[src/pkg/dtp_params.svh]
// register indices, field positions, reset values and timing for the dual timer block
`ifndef DTP_PARAMS_SVH
`define DTP_PARAMS_SVH
// register indices, byte address is four times the index
`define DTP_IDX_FIRST_TIMER_COUNT    8'h01
`define DTP_IDX_PORTA   8'h05
`define DTP_IDX_T1L     8'h0e
`define DTP_IDX_T1H     8'h0f
`define DTP_IDX_SECOND_TIMER_CONTROL   8'h10
`define DTP_IDX_ISTAT   8'h20
`define DTP_IDX_IEN     8'h21
`define DTP_IDX_ICLR    8'h22
`define DTP_IDX_OPTION  8'h81
`define DTP_IDX_PORT_A_DIRECTION   8'h85
`define DTP_IDX_INTERRUPT_CONTROL  8'h8b
// reset values
`define DTP_RST_OPTION  8'hff
`define DTP_RST_PORT_A_DIRECTION   6'h3f
`define DTP_RST_INTERRUPT_CONTROL  8'h00
`define DTP_RST_SECOND_TIMER_CONTROL   8'h00
// timer_option_control fields
`define DTP_OPT_FIRST_TIMER_CLOCK_SELECT    5
`define DTP_OPT_FIRST_TIMER_EDGE_SELECT    4
`define DTP_OPT_PSA     3
// interrupt_control fields
`define DTP_INTERRUPT_CONTROL_FIRST_TIMER_OVERFLOW_ENABLE 5
`define DTP_INTERRUPT_CONTROL_FIRST_TIMER_OVERFLOW_FLAG 2
// second_timer_control fields
`define DTP_T1_ON       0
`define DTP_T1_CS       1
`define DTP_T1_SYNC     2
`define DTP_T1_OSCEN    3
`define DTP_T1_CKPS_LO  4
`define DTP_T1_CKPS_HI  5
// port a pins taken by the crystal
`define DTP_PA_OSC_MASK 6'h30
// interrupt status bit positions
`define DTP_IRQ_T0      0
`define DTP_IRQ_T1      1
// instruction cycle is the master clock divided by four
`define DTP_CYC_DIV     4
`endif

[src/pkg/dtp_pkg.sv]
// types shared by the dual timer block
package dtp_pkg;
  // counting source of the second timer
  typedef enum logic [1:0] {
    DTP_T1_INTERNAL = 2'b00,
    DTP_T1_PIN      = 2'b01,
    DTP_T1_CRYSTAL  = 2'b10
  } dtp_t1_src_t;
endpackage : dtp_pkg

[src/hw/dtp_prescale.sv]
// power-of-two prescaler: passes one input tick out of every 2**shift for shift up to W, every 2**W above that
`timescale 1ns/10ps
module dtp_prescale #(
  parameter int W = 8
) (
  input  wire logic         i_mclk,   // system clock
  input  wire logic         i_rstn,   // async reset, active low
  input  wire logic         i_tick,   // input event pulse
  input  wire logic [3:0]   i_shift,  // log2 of the ratio
  input  wire logic         i_clr,    // clear the count
  output logic              o_tick,   // divided event pulse
  output logic [W-1:0]      o_count   // current count
);
  logic [W-1:0] cnt_q;
  logic [W-1:0] cnt_d;
  logic [W-1:0] mask;

  // low bits that must all be one before an event passes
  function automatic logic [W-1:0] low_mask(input logic [3:0] s);
    logic [W:0] one;
    one = {{W{1'b0}}, 1'b1} << s;
    return W'(one - {{W{1'b0}}, 1'b1});
  endfunction : low_mask

  // a clear wins over a tick so a write restarts the ratio cleanly
  assign mask    = low_mask(i_shift);
  assign o_tick  = i_tick & ~i_clr & ((cnt_q & mask) == mask);
  assign cnt_d   = i_clr ? '0 : (i_tick ? cnt_q + 1'b1 : cnt_q);
  assign o_count = cnt_q;

  always_ff @(posedge i_mclk or negedge i_rstn) begin
    if (!i_rstn) cnt_q <= '0;
    else         cnt_q <= cnt_d;
  end
endmodule : dtp_prescale

[src/hw/dtp_top.sv]
// dual timer clock selection and prescaling with an apb register slave
`timescale 1ns/10ps
`include "dtp_params.svh"
module dtp_top (
  input  wire logic        i_mclk,                        // system clock, 100 MHz
  input  wire logic        i_rstn,                        // async reset, active low
  input  wire logic        i_psel,                        // apb select
  input  wire logic        i_penable,                     // apb enable
  input  wire logic        i_pwrite,                      // apb direction
  input  wire logic [11:0] i_paddr,                       // apb byte address
  input  wire logic [31:0] i_pwdata,                      // apb write data
  output logic      [31:0] o_prdata,                      // apb read data
  output logic             o_pready,                      // apb ready
  output logic             o_pslverr,                     // apb error
  input  wire logic        i_first_timer_count_pin,       // first timer count pin
  input  wire logic        i_second_timer_clock_pin,      // second timer clock pin
  input  wire logic        i_oscillator_input_pin,        // crystal input
  output logic             o_oscillator_amplifier_pin,    // crystal amplifier out
  output logic             o_oscillator_amplifier_pin_oe, // amplifier drive enable
  input  wire logic [5:0]  i_port_a,                      // port a pin levels
  output logic      [5:0]  o_port_a_direction,            // port a direction bits
  input  wire logic        i_sleep,                       // core sleeping
  input  wire logic        i_watchdog_base_tick,          // watchdog base pulse
  output logic             o_watchdog_tick,               // watchdog count pulse
  output logic             o_irq                          // level interrupt
);
  //////////////////////////////////////////////////////////////////////////////
  // pin synchronisers
  logic [8:0] meta_q;
  logic [8:0] sync_q;
  logic [8:0] prev_q;
  logic [5:0] port_a_s;
  logic       t0_pin_s;
  logic       t0_pin_p;
  logic       t1_pin_s;
  logic       t1_pin_p;
  logic       osc_s;
  logic       osc_p;

  // only sync_q and prev_q are read by logic
  always_ff @(posedge i_mclk or negedge i_rstn) begin
    if (!i_rstn) begin
      meta_q <= 9'h000;
      sync_q <= 9'h000;
      prev_q <= 9'h000;
    end else begin
      meta_q <= {i_oscillator_input_pin, i_second_timer_clock_pin, i_first_timer_count_pin, i_port_a};
      sync_q <= meta_q;
      prev_q <= sync_q;
    end
  end

  assign port_a_s = sync_q[5:0];
  assign t0_pin_s = sync_q[6];
  assign t0_pin_p = prev_q[6];
  assign t1_pin_s = sync_q[7];
  assign t1_pin_p = prev_q[7];
  assign osc_s    = sync_q[8];
  assign osc_p    = prev_q[8];

  //////////////////////////////////////////////////////////////////////////////
  // instruction cycle tick, stopped while the core sleeps
  logic [1:0] cyc_q;
  logic       cyc_tick;

  always_ff @(posedge i_mclk or negedge i_rstn) begin
    if (!i_rstn) cyc_q <= 2'h0;
    else         cyc_q <= cyc_q + 2'h1;
  end

  assign cyc_tick = (cyc_q == 2'(`DTP_CYC_DIV - 1)) & ~i_sleep;

  //////////////////////////////////////////////////////////////////////////////
  // apb slave, one wait state so read data comes from a flop
  logic        pready_q;
  logic [31:0] prdata_q;
  logic        pslverr_q;
  logic        acc;
  logic        done;
  logic        wr;
  logic        mapped;
  logic [7:0]  rd_mux;
  logic [7:0]  wd;

  function automatic logic hit(input logic [11:0] a, input logic [7:0] idx);
    return a == {2'b00, idx, 2'b00};
  endfunction : hit

  logic h_first_timer_count, h_porta, h_t1l, h_t1h, h_second_timer_control, h_istat, h_ien, h_iclr, h_opt, h_port_a_direction, h_interrupt_control;

  // address decode
  assign h_first_timer_count   = hit(i_paddr, `DTP_IDX_FIRST_TIMER_COUNT);
  assign h_porta  = hit(i_paddr, `DTP_IDX_PORTA);
  assign h_t1l    = hit(i_paddr, `DTP_IDX_T1L);
  assign h_t1h    = hit(i_paddr, `DTP_IDX_T1H);
  assign h_second_timer_control  = hit(i_paddr, `DTP_IDX_SECOND_TIMER_CONTROL);
  assign h_istat  = hit(i_paddr, `DTP_IDX_ISTAT);
  assign h_ien    = hit(i_paddr, `DTP_IDX_IEN);
  assign h_iclr   = hit(i_paddr, `DTP_IDX_ICLR);
  assign h_opt    = hit(i_paddr, `DTP_IDX_OPTION);
  assign h_port_a_direction  = hit(i_paddr, `DTP_IDX_PORT_A_DIRECTION);
  assign h_interrupt_control = hit(i_paddr, `DTP_IDX_INTERRUPT_CONTROL);
  assign mapped   = h_first_timer_count | h_porta | h_t1l | h_t1h | h_second_timer_control | h_istat | h_ien | h_iclr
                  | h_opt | h_port_a_direction | h_interrupt_control;

  // a write lands only at the edge where ready is sampled high
  assign acc  = i_psel & i_penable;
  assign done = acc & pready_q;
  assign wr   = done & i_pwrite & mapped;
  assign wd   = i_pwdata[7:0];

  logic wr_first_timer_count, wr_t1l, wr_t1h, wr_second_timer_control, wr_ien, wr_iclr, wr_opt, wr_port_a_direction, wr_interrupt_control, wr_t1;
  assign wr_first_timer_count   = wr & h_first_timer_count;
  assign wr_t1l    = wr & h_t1l;
  assign wr_t1h    = wr & h_t1h;
  assign wr_t1     = wr_t1l | wr_t1h;
  assign wr_second_timer_control  = wr & h_second_timer_control;
  assign wr_ien    = wr & h_ien;
  assign wr_iclr   = wr & h_iclr;
  assign wr_opt    = wr & h_opt;
  assign wr_port_a_direction  = wr & h_port_a_direction;
  assign wr_interrupt_control = wr & h_interrupt_control;

  always_ff @(posedge i_mclk or negedge i_rstn) begin
    if (!i_rstn) begin
      pready_q  <= 1'b0;
      prdata_q  <= 32'h0000_0000;
      pslverr_q <= 1'b0;
    end else begin
      pready_q  <= acc & ~pready_q;
      prdata_q  <= (acc & ~pready_q) ? {24'h00_0000, rd_mux} : 32'h0000_0000;
      pslverr_q <= acc & ~pready_q & ~mapped;
    end
  end

  assign o_pready  = pready_q;
  assign o_prdata  = prdata_q;
  assign o_pslverr = pslverr_q;

  //////////////////////////////////////////////////////////////////////////////
  // software registers
  logic [7:0]  opt_q, interrupt_control_q, interrupt_control_d, second_timer_control_q, t0_cnt_q, t0_cnt_d;
  logic [5:0]  port_a_direction_q, port_a_direction_d, osc_pins;
  logic [15:0] t1_cnt_q, t1_cnt_d;
  logic [1:0]  istat_q, istat_d, ien_q;
  logic        osc_en;

  assign osc_en   = second_timer_control_q[`DTP_T1_OSCEN];
  assign osc_pins = osc_en ? `DTP_PA_OSC_MASK : 6'h00;

  // read mux; port pins used by the crystal read as zero
  assign rd_mux = h_first_timer_count   ? t0_cnt_q :
                  h_porta  ? {2'b00, port_a_s & ~osc_pins} :
                  h_t1l    ? t1_cnt_q[7:0] :
                  h_t1h    ? t1_cnt_q[15:8] :
                  h_second_timer_control  ? second_timer_control_q :
                  h_istat  ? {6'h00, istat_q} :
                  h_ien    ? {6'h00, ien_q} :
                  h_opt    ? opt_q :
                  h_port_a_direction  ? {2'b00, port_a_direction_q} :
                  h_interrupt_control ? interrupt_control_q : 8'h00;

  //////////////////////////////////////////////////////////////////////////////
  // first timer and the shared prescaler
  logic       t0_edge, t0_src, prescaler_assign, pre0_in, pre0_tick, t0_inc, t0_ovf, wdt_pulse;
  logic [3:0] pre0_shift;
  logic [2:0] rate;
  logic [7:0] pre0_count;

  assign prescaler_assign  = opt_q[`DTP_OPT_PSA];
  assign rate = opt_q[2:0];
  // edge of the count pin, halted with the core clock in sleep
  assign t0_edge    = (opt_q[`DTP_OPT_FIRST_TIMER_EDGE_SELECT] ? (t0_pin_p & ~t0_pin_s) : (~t0_pin_p & t0_pin_s)) & ~i_sleep;
  assign t0_src     = opt_q[`DTP_OPT_FIRST_TIMER_CLOCK_SELECT] ? t0_edge : cyc_tick;
  assign pre0_in    = prescaler_assign ? i_watchdog_base_tick : t0_src;
  // the first timer ratio is one step above the watchdog ratio
  assign pre0_shift = prescaler_assign ? {1'b0, rate} : {1'b0, rate} + 4'h1;
  assign t0_inc     = prescaler_assign ? t0_src : pre0_tick;
  assign wdt_pulse  = prescaler_assign ? pre0_tick : i_watchdog_base_tick;
  assign t0_ovf     = t0_inc & (t0_cnt_q == 8'hff) & ~wr_first_timer_count;
  assign t0_cnt_d   = wr_first_timer_count ? wd : (t0_inc ? t0_cnt_q + 8'h01 : t0_cnt_q);

  dtp_prescale #(.W(8)) u_pre0 (
    .i_mclk  (i_mclk),
    .i_rstn  (i_rstn),
    .i_tick  (pre0_in),
    .i_shift (pre0_shift),
    .i_clr   (wr_first_timer_count & ~prescaler_assign),
    .o_tick  (pre0_tick),
    .o_count (pre0_count)
  );

  // overflow flag: a hardware set beats a software clear
  assign interrupt_control_d = (wr_interrupt_control ? wd : interrupt_control_q) | (t0_ovf ? (8'h01 << `DTP_INTERRUPT_CONTROL_FIRST_TIMER_OVERFLOW_FLAG) : 8'h00);

  //////////////////////////////////////////////////////////////////////////////
  // second timer
  dtp_pkg::dtp_t1_src_t t1_sel;
  logic       t1_on, t1_byp, ext_cur, ext_prev, ext_rise, ext_fall, ext_evt, t1_src;
  logic       pre1_tick, t1_ovf, armed_q, armed_d, lvl_dis_q, on_next, reen_low;
  logic [7:0] pre1_count;

  assign t1_on  = second_timer_control_q[`DTP_T1_ON];
  assign t1_byp = second_timer_control_q[`DTP_T1_SYNC];
  assign t1_sel = !second_timer_control_q[`DTP_T1_CS] ? dtp_pkg::DTP_T1_INTERNAL :
                  osc_en ? dtp_pkg::DTP_T1_CRYSTAL : dtp_pkg::DTP_T1_PIN;
  // crystal replaces the clock pin when running
  assign ext_cur  = (t1_sel == dtp_pkg::DTP_T1_CRYSTAL) ? osc_s : t1_pin_s;
  assign ext_prev = (t1_sel == dtp_pkg::DTP_T1_CRYSTAL) ? osc_p : t1_pin_p;
  assign ext_rise = ~ext_prev & ext_cur;
  assign ext_fall = ext_prev & ~ext_cur;
  // synchronised counting stops with the core clock; bypass keeps going
  assign ext_evt  = ext_rise & armed_q & (t1_byp | ~i_sleep);
  assign t1_src   = (t1_sel == dtp_pkg::DTP_T1_INTERNAL) ? cyc_tick : ext_evt;

  dtp_prescale #(.W(8)) u_pre1 (
    .i_mclk  (i_mclk),
    .i_rstn  (i_rstn),
    .i_tick  (t1_src & t1_on),
    .i_shift ({2'b00, second_timer_control_q[`DTP_T1_CKPS_HI:`DTP_T1_CKPS_LO]}),
    .i_clr   (wr_t1),
    .o_tick  (pre1_tick),
    .o_count (pre1_count)
  );

  assign t1_ovf   = pre1_tick & (t1_cnt_q == 16'hffff);
  assign t1_cnt_d = wr_t1l ? {t1_cnt_q[15:8], wd} :
                    wr_t1h ? {wd, t1_cnt_q[7:0]} :
                    pre1_tick ? t1_cnt_q + 16'h0001 : t1_cnt_q;

  // arming: reset, a count write or a low re-enable after a high disable disarm
  assign on_next  = wr_second_timer_control ? wd[`DTP_T1_ON] : t1_on;
  assign reen_low = on_next & ~t1_on & lvl_dis_q & ~ext_cur;
  assign armed_d  = (wr_t1 | reen_low) ? 1'b0 : (ext_fall ? 1'b1 : armed_q);

  //////////////////////////////////////////////////////////////////////////////
  // interrupt status, enable and write-one clear; set beats clear
  assign istat_d = (istat_q & ~(wr_iclr ? i_pwdata[1:0] : 2'b00))
                 | (2'(t0_ovf) << `DTP_IRQ_T0) | (2'(t1_ovf) << `DTP_IRQ_T1);
  // crystal forces its two direction bits to one
  assign port_a_direction_d = (wr_port_a_direction ? wd[5:0] : port_a_direction_q) | osc_pins;

  always_ff @(posedge i_mclk or negedge i_rstn) begin
    if (!i_rstn) begin
      opt_q     <= `DTP_RST_OPTION;
      interrupt_control_q  <= `DTP_RST_INTERRUPT_CONTROL;
      second_timer_control_q   <= `DTP_RST_SECOND_TIMER_CONTROL;
      port_a_direction_q   <= `DTP_RST_PORT_A_DIRECTION;
      t0_cnt_q  <= 8'h00;
      t1_cnt_q  <= 16'h0000;
      istat_q   <= 2'h0;
      ien_q     <= 2'h0;
      armed_q   <= 1'b0;
      lvl_dis_q <= 1'b0;
    end else begin
      opt_q     <= wr_opt ? wd : opt_q;
      interrupt_control_q  <= interrupt_control_d;
      second_timer_control_q   <= wr_second_timer_control ? wd : second_timer_control_q;
      port_a_direction_q   <= port_a_direction_d;
      t0_cnt_q  <= t0_cnt_d;
      t1_cnt_q  <= t1_cnt_d;
      istat_q   <= istat_d;
      ien_q     <= wr_ien ? i_pwdata[1:0] : ien_q;
      armed_q   <= armed_d;
      lvl_dis_q <= (t1_on & ~on_next) ? ext_cur : lvl_dis_q;
    end
  end

  //////////////////////////////////////////////////////////////////////////////
  // outputs, all from flops; the crystal amplifier ignores sleep
  logic irq_q, wdt_q, amp_q, amp_oe_q;

  always_ff @(posedge i_mclk or negedge i_rstn) begin
    if (!i_rstn) begin
      irq_q    <= 1'b0;
      wdt_q    <= 1'b0;
      amp_q    <= 1'b0;
      amp_oe_q <= 1'b0;
    end else begin
      irq_q    <= |(istat_q & ien_q);
      wdt_q    <= wdt_pulse;
      amp_q    <= osc_en & ~osc_s;
      amp_oe_q <= osc_en;
    end
  end

  assign o_irq                         = irq_q;
  assign o_watchdog_tick               = wdt_q;
  assign o_oscillator_amplifier_pin    = amp_q;
  assign o_oscillator_amplifier_pin_oe = amp_oe_q;
  assign o_port_a_direction            = port_a_direction_q;
endmodule : dtp_top

[config.mk]
export PLATFORM = sky130hd
export DESIGN_NAME = dtp_top
export DESIGN_NICKNAME = d
export VERILOG_FILES = /design/src/pkg/dtp_pkg.sv /design/src/hw/dtp_prescale.sv /design/src/hw/dtp_top.sv
export VERILOG_INCLUDE_DIRS = /design/src /design/src/pkg
export SDC_FILE = /design/constraint.sdc
export NUM_CORES = 1
export LEC_CHECK = 0
export BUFFER_PORTS_ARGS = -buffer_cell sky130_fd_sc_hd__buf_2
export CAP_MARGIN = 10
export CORE_ASPECT_RATIO = 0.9
export CORE_MARGIN = 1
export CORE_UTILIZATION = 35
export CTS_BUF_LIST = sky130_fd_sc_hd__clkbuf_8
export DETAILED_ROUTE_END_ITERATION = 6
export PLACE_DENSITY = 0.64
export SLEW_MARGIN = 20
export SYNTH_ARGS = -nofsm -noshare
export SYNTH_HDL_FRONTEND = slang
export SYNTH_SLANG_ARGS = --single-unit
[constraint.sdc]
create_clock -name i_mclk -period 9.9 [get_ports i_mclk]
set_input_delay 0.495 -clock i_mclk [delete_from_list [all_inputs] [get_ports i_mclk]]
set_output_delay 0.495 -clock i_mclk [all_outputs]
set_load 0.05 [all_outputs]
-- Word-level counts from Yosys, hierarchy flattened
Index checks and enable logic that the tools add are counted.
- register bits: 119
- bits of input ports: 60
- output and inout bits: 44
- logic and storage cells: 177
- add/subtract/negate cells: 8
- equal/unequal tests: 18
- shift-type cells: 2
- multiplexer cells: 39
- bitwise gates (word level): 76
- reduce and logical (&&, ||, !) cells: 10
- operator list (kind ; count):
    $mux W8 ; 19
    $and A1 B1 Y1 ; 37
    $eq A12 B10 Y1 const B ; 3
    $eq A12 B8 Y1 const B ; 3
    $mux W16 ; 2
    $add A8 B1 Y8 const B ; 3
    $eq A12 B6 Y1 const B ; 2
    $add A16 B1 Y16 const B ; 1
    $and A8 B8 Y8 ; 2
    $eq A16 B16 Y1 const B ; 1
    $eq A8 B8 Y1 ; 2
    $sub A8 B1 Y8 const B ; 2
    $not A1 Y1 ; 15
    $or A1 B1 Y1 ; 13
    $eq A12 B3 Y1 const B ; 1
    $eq A12 B5 Y1 const B ; 1
    $eq A12 B7 Y1 const B ; 1
    $mux W6 ; 2
    $reduce_bool A2 Y1 ; 6
    $mux W1 ; 11
    $eq A8 B8 Y1 const B ; 1
    $or A8 B3 Y8 ; 1
    $shl A1 B2 Y8 const A ; 1
    $shl A1 B4 Y8 const A ; 1
    17 further kinds ; 22

-- Depth between registers and ports, before layout
- depth after elaboration: 22
- depth in mapped cells: 15
- depth with buffers taken out: 14

-- Hierarchy
From an unflattened synthesis, not the netlist that was laid out.
- cells, all modules: 604
- area total of the unflattened synthesis: 6187.2 sq um
- modules (own cells, without submodules) (module ; times used ; cells each ; area each (sq um) ; seq. area each (sq um)):
    dtp_top ; 1 ; 488 ; 5076.1 ; 2444.8
    dtp_prescale ; 2 ; 58 ; 555.5 ; 200.2

-- Least setup slack after synthesis
Ideal clock, no wire load.
- path type: flip-flop to flip-flop
- start point: register opt_q[1]
- end point: register interrupt_control_q[2]
- setup time: 67 ps
- arrival time: 3164 ps
- required time: 9833 ps
- setup slack: 6670 ps
- cell stages (with the launch flop): 15
- path buffers: 1
- period minus slack after synthesis: 3230 ps
- path through: dfstp_2 -> ha_1 -> and3b_1 -> o21ai_2 -> nor3_1 -> nor2_1 -> ha_1 -> clkbuf_2 -> a221oi_1 -> a2111o_1 -> o2111ai_1 -> a211oi_4 -> a32oi_4 -> or4_1 -> nand2_1
- cells in the longest elaborated chain, start to end: 12
- RTL lines (what ; RTL line ; text):
    start: declaration ; dtp_top.sv:142 ; logic [7:0] opt_q, interrupt_control_q, interrupt_control_d, second_timer_control_q, t0_cnt_q, t0_cnt_d;
    start signal: assignment ; dtp_top.sv:245 ; opt_q <= `DTP_RST_OPTION;
    start signal: assignment ; dtp_top.sv:256 ; opt_q <= wr_opt ? wd : opt_q;
    $add A3 B1 Y4 ; dtp_top.sv:177 ; assign pre0_shift = prescaler_assign ? {1'b0, rate} : {1'b0, rate} + 4'h1;
    $mux W4 (*) ; dtp_top.sv:177 ;
    $shl A1 B4 Y8 (*) ; dtp_prescale.sv:21 ; one = {{W{1'b0}}, 1'b1} << s;
    $sub A8 B1 Y8 (*) ; dtp_prescale.sv:22 ; return W'(one - {{W{1'b0}}, 1'b1});
    $and A8 B8 Y8 ; dtp_prescale.sv:27 ; assign o_tick = i_tick & ~i_clr & ((cnt_q & mask) == mask);
    $eq A8 B8 Y1 (*) ; dtp_prescale.sv:27 ;
    $and A1 B1 Y1 (*) ; dtp_prescale.sv:27 ;
    $mux W1 (*) ; dtp_top.sv:178 ; assign t0_inc = prescaler_assign ? t0_src : pre0_tick;
    $and A1 B1 Y1 (*) (2 in series) ; dtp_top.sv:180 ; assign t0_ovf = t0_inc & (t0_cnt_q == 8'hff) & ~wr_first_timer_count;
    $mux W3 (*) ; dtp_top.sv:194 ; assign interrupt_control_d = (wr_interrupt_control ? wd : interrupt_control_q) | (t0_ovf ? (8'h01 << `DTP_INTE ...
    $or A8 B3 Y8 (*) ; dtp_top.sv:194 ;
    net interrupt_control_d[2] ; dtp_top.sv:142 ;
    end signal: assignment ; dtp_top.sv:246 ; interrupt_control_q <= `DTP_RST_INTERRUPT_CONTROL;
    end signal: assignment ; dtp_top.sv:257 ; interrupt_control_q <= interrupt_control_d;
    end: declaration ; dtp_top.sv:142 ;
The timed path passes the listed nets; every way through them passes the cells marked *.
A chain may end at the register's enable or synchronous reset.

-- Worst setup path in the final report
Same ends and word-level chain as after synthesis.

==> flow_metrics.tcl <==
set metrics [dict create \
    die_h_um 127 \
    place.port_buffers 55 \
    ctsHtreeMaxLevel 3 \
    grt_start_max_net_pins 66 \
    worst-slew-pin-transition_ns 0.905 \
    chipWidth_um 141 \
    fin_setup_tns_ns 0 \
    multi_input_area_um2 2980 \
    final-max-slew-violation-count 0 \
    pwr_dens_nw_per_um2 143 \
    cts-hold-fix-buffers 0 \
    capturing_instance_or_port_of_the_critical_path "interrupt_control_q[2]" \
    detailedRoute.firstIterationViolations 413 \
    dominant_synthesized_flop_cell "sky130_fd_sc_hd__dfrtp_1" \
    post-synth-top-area-cell "sky130_fd_sc_hd__dfrtp_1" \
    grt_pass1_vias 4424 \
    globalRouteOverflowTotal 0 \
    synth-seq-cells 112 \
    power.share.switching_pct 31.6 \
    grt_pass1_wl_mm 24.6 \
    postRouteWirelength_mm 15.3 \
    wl_per_instance_um 16.9 \
    r2r_end "interrupt_control_q[2]" \
    yosysTopAreaCellShare_pct 40.2 \
    timing.clock.skew_ns 0.0171 \
    cts_tree "yes" \
    synth-warning-count 0 \
    power.combinational.fraction_pct 14.0 \
    insertion_delay_ns 0.40 \
    total_number_of_nets_in_the_final_design 732 \
    root_buffer "sky130_fd_sc_hd__clkbuf_8" \
    synth-edff-count 0 \
    cts_resized 0 \
    crit_chain "ha_1 -> nor2_1 -> o21ai_2 -> nor3_1 -> nor2_1 -> ha_1 -> a211oi_1 -> a221oi_1 -> a2111o_1 -> o2111ai_1 -> a211oi_4 -> a32oi_4 -> or4_1 -> nand2_1" \
    final-seq-area_um2 2820 \
    core-area_um2 16900 \
    synth_seq_area_share_pct 46.2 \
    cp-start-kind "register" \
    antenna_cells 0 \
    initial_antenna_violation_count 0 \
    holdCritPathClass "in2async" \
    n_fill_cell 1651 \
    post_synth_inst_count 619 \
    post-route-drc-count 0 \
    internal-power_mw 0.655 \
    achievable-frequency_ghz 0.254 \
    ir_drop_uv 89.1 \
    synth_cell_type_count 73 \
    r2r_start "opt_q[1]" \
    via_per_inst 5.29 \
    final_period_minus_worst_setup_slack_ns 3.93 \
    cts.reportedPaths.clkPinSlew_ns 0.11 \
    post_cts_buffers 0 \
    detailed_routing_iteration_count_for_the_pre_antenna_repair_pass 5 \
    power.clock.fraction_pct 31.5 \
    cp.arrival_ns 4.28 \
    start_util_pct 36.0 \
    timing.critical_path.fanout_max 14 \
    total_switching_power_mw 0.303 \
    setup.reg_to_reg.worst_slack_ns 5.97 \
    number_of_core_rows 45 \
    max_cap_viol_count 0 \
    post_synth_main_area_contributors "sky130_fd_sc_hd__dfrtp_1 40%, sky130_fd_sc_hd__dfstp_2 6.0%, sky130_fd_sc_hd__mux2_2 5.7%" \
    grt_setup_unrepaired "no" \
    result_of_the_run "completed" \
    cts_num_sinks 112 \
    drive_above_1_share_pct 20.3 \
    cp_peak_stage_delay_ns 0.74 \
    clock_tree.buffer_depth 2 \
    post_synth.cell_area_avg_um2 9.86 \
    postRouteAntennaNets 0 \
    post-dp-hpwl_mm 11.0 \
    num_io_pins 104 \
    numCtsBuffers 9 \
    syn-cell-area_um2 6100 \
    finalHoldViolCount 0 \
    globalplace.congestion 0.927 \
    worstRegToRegCells 14 \
    power.sequential.fraction_pct 54.5 \
    cp_data_required_time_ns 10.25 \
    cp_max_stage_cell "sky130_fd_sc_hd__dfstp_2" \
    report.power.total_mw 0.959 \
    cp-startpoint "opt_q[1]" \
    routed-via-count 4778 \
    fraction_of_synthesis_flops_using_an_asynchronous_set_or_reset_pin_pct 100 \
    static-leakage-power_nw 2.94 \
    total_grt_usage_pct 17.9 \
    areaGrowthSynthToFinish_pct 9.67 \
    slew-limit-headroom_pct 39.5 \
    fp.dieArea_um2 18000 \
    final.period_utilization_pct 39.7 \
    critPathKind "reg2reg" \
    worstSetupEndpointType "register" \
    final-setup-viol-count 0 \
]
## flip-flops by register name (all words and copies together), names as in the netlist
register                       cells
t1_cnt_q                          16
meta_q                             9
sync_q                             9
interrupt_control_q                8
o_prdata                           8
opt_q                              8
second_timer_control_q             8
t0_cnt_q                           8
u_pre0.o_count                     8
u_pre1.o_count                     7
o_port_a_direction                 6
prev_q                             3
cyc_q                              2
ien_q                              2
istat_q                            2
armed_q                            1
lvl_dis_q                          1
o_irq                              1
o_oscillator_amplifier_pin         1
o_oscillator_amplifier_pin_oe      1
o_pready                           1
o_pslverr                          1
o_watchdog_tick                    1
## routing by layer
metal / part of all wire [%] / GRT usage, %
met5: 0 / 0
met4: 1.9 / 6.07
met3: 6.6 / 4.01
met2: 42 / 25.5
met1: 49 / 26.6
## per-stage QoR
stage / util (%) / cells / hold slack (ns) / setup WS, ns / instance area (µm²)
6_report: 39.5 / 904 / 0.0763 / 5.97 / 6700
5_1_grt: 39.5 / 904 / 0.117 / 5.70 / 6700
4_1_cts: 39.5 / 904 / 0.0866 / 6.00 / 6700
3_5_place_dp: 38.2 / 888 / 0.336 / 6.04 / 6470
3_3_place_gp: 38.2 / 888 / 0.333 / 6.07 / 6470
2_1_floorplan: - / 642 / 0.199 / 6.67 / 6190
## how the worst min path moves through the flow
stage               from                end  slack, ns  depth (start not counted)
2_1_floorplan     i_rstn            armed_q       0.20                          0
3_3_place_gp   meta_q[5]          sync_q[5]       0.33                          0
3_5_place_dp   meta_q[8]          sync_q[8]       0.34                          0
6_report          i_rstn  u_pre0.o_count[7]       0.08                          1
4_1_cts           i_rstn  u_pre0.o_count[7]       0.09                          1
5_1_grt           i_rstn  u_pre0.o_count[7]       0.12                          1
## power groups by stage
stage,Sequential [mW],Clock [mW],Combinational [mW]
floorplan,0.522,0,0.100
global placement,0.530,0,0.132
detailed placement,0.530,0,0.134
CTS,0.522,0.314,0.135
global route,0.526,0.328,0.149
finish,0.522,0.302,0.134
## layout by cell type, fill, tap and decap left out, drive strengths merged, types with 17 or more instances in the layout
cell type  count
conb          24
buf           58
nand2         55
dfrtp         98
nand4         17
nor2          66
a21oi         30
mux2          31
o21ai         37
inv           24
nand3         21
## synth_stat cells (8+ instances only)
| cell | number |
|---|---|
| sky130_fd_sc_hd__buf_4 | 27 |
| sky130_fd_sc_hd__dfstp_2 | 14 |
| sky130_fd_sc_hd__o211ai_1 | 8 |
| sky130_fd_sc_hd__and3_1 | 8 |
| sky130_fd_sc_hd__nor2b_1 | 9 |
| sky130_fd_sc_hd__nand3_1 | 21 |
| sky130_fd_sc_hd__clkbuf_1 | 10 |
| sky130_fd_sc_hd__dfrtp_1 | 98 |
| sky130_fd_sc_hd__nand4_1 | 17 |
| sky130_fd_sc_hd__mux2i_1 | 14 |
| sky130_fd_sc_hd__ha_1 | 8 |
| sky130_fd_sc_hd__nor3_1 | 13 |
| sky130_fd_sc_hd__a31oi_1 | 8 |
| sky130_fd_sc_hd__a21oi_1 | 30 |
| sky130_fd_sc_hd__inv_1 | 20 |
| sky130_fd_sc_hd__mux2_2 | 31 |
| sky130_fd_sc_hd__o21ai_0 | 35 |
| sky130_fd_sc_hd__nor2_1 | 66 |
| sky130_fd_sc_hd__xnor2_1 | 16 |
| sky130_fd_sc_hd__nand2_1 | 54 |
## critical path: cells and delay by family (launching register included)
kind	cells	cell delay (ns)
AND/OR/NAND/NOR	5	0.98
AO/OA/AOI/OAI	7	1.42
flip-flops	1	0.74
adder cells (fa/ha/maj)	2	0.73
## cell families after synthesis
kind of cell	synth area share [%]
AND/OR/NAND/NOR	19.7
multiplexers	8.01
other	0.0614
buffers and inverters	6.46
adder cells (fa/ha/maj)	1.64
flip-flops	46.2
AO/OA/AOI/OAI	14.6
XOR/XNOR	3.30
## layout make-up
class	instances	share of cell area (%)
Clock buffer	9	1.85
Clock inverter	7	1.44
Inverter	21	1.18
Multi-Input combinational cell	462	44.5
Sequential cell	112	42.1
Tap cell	235	4.39
Timing Repair Buffer	58	4.49
Power figures use the tool's default switching activity.
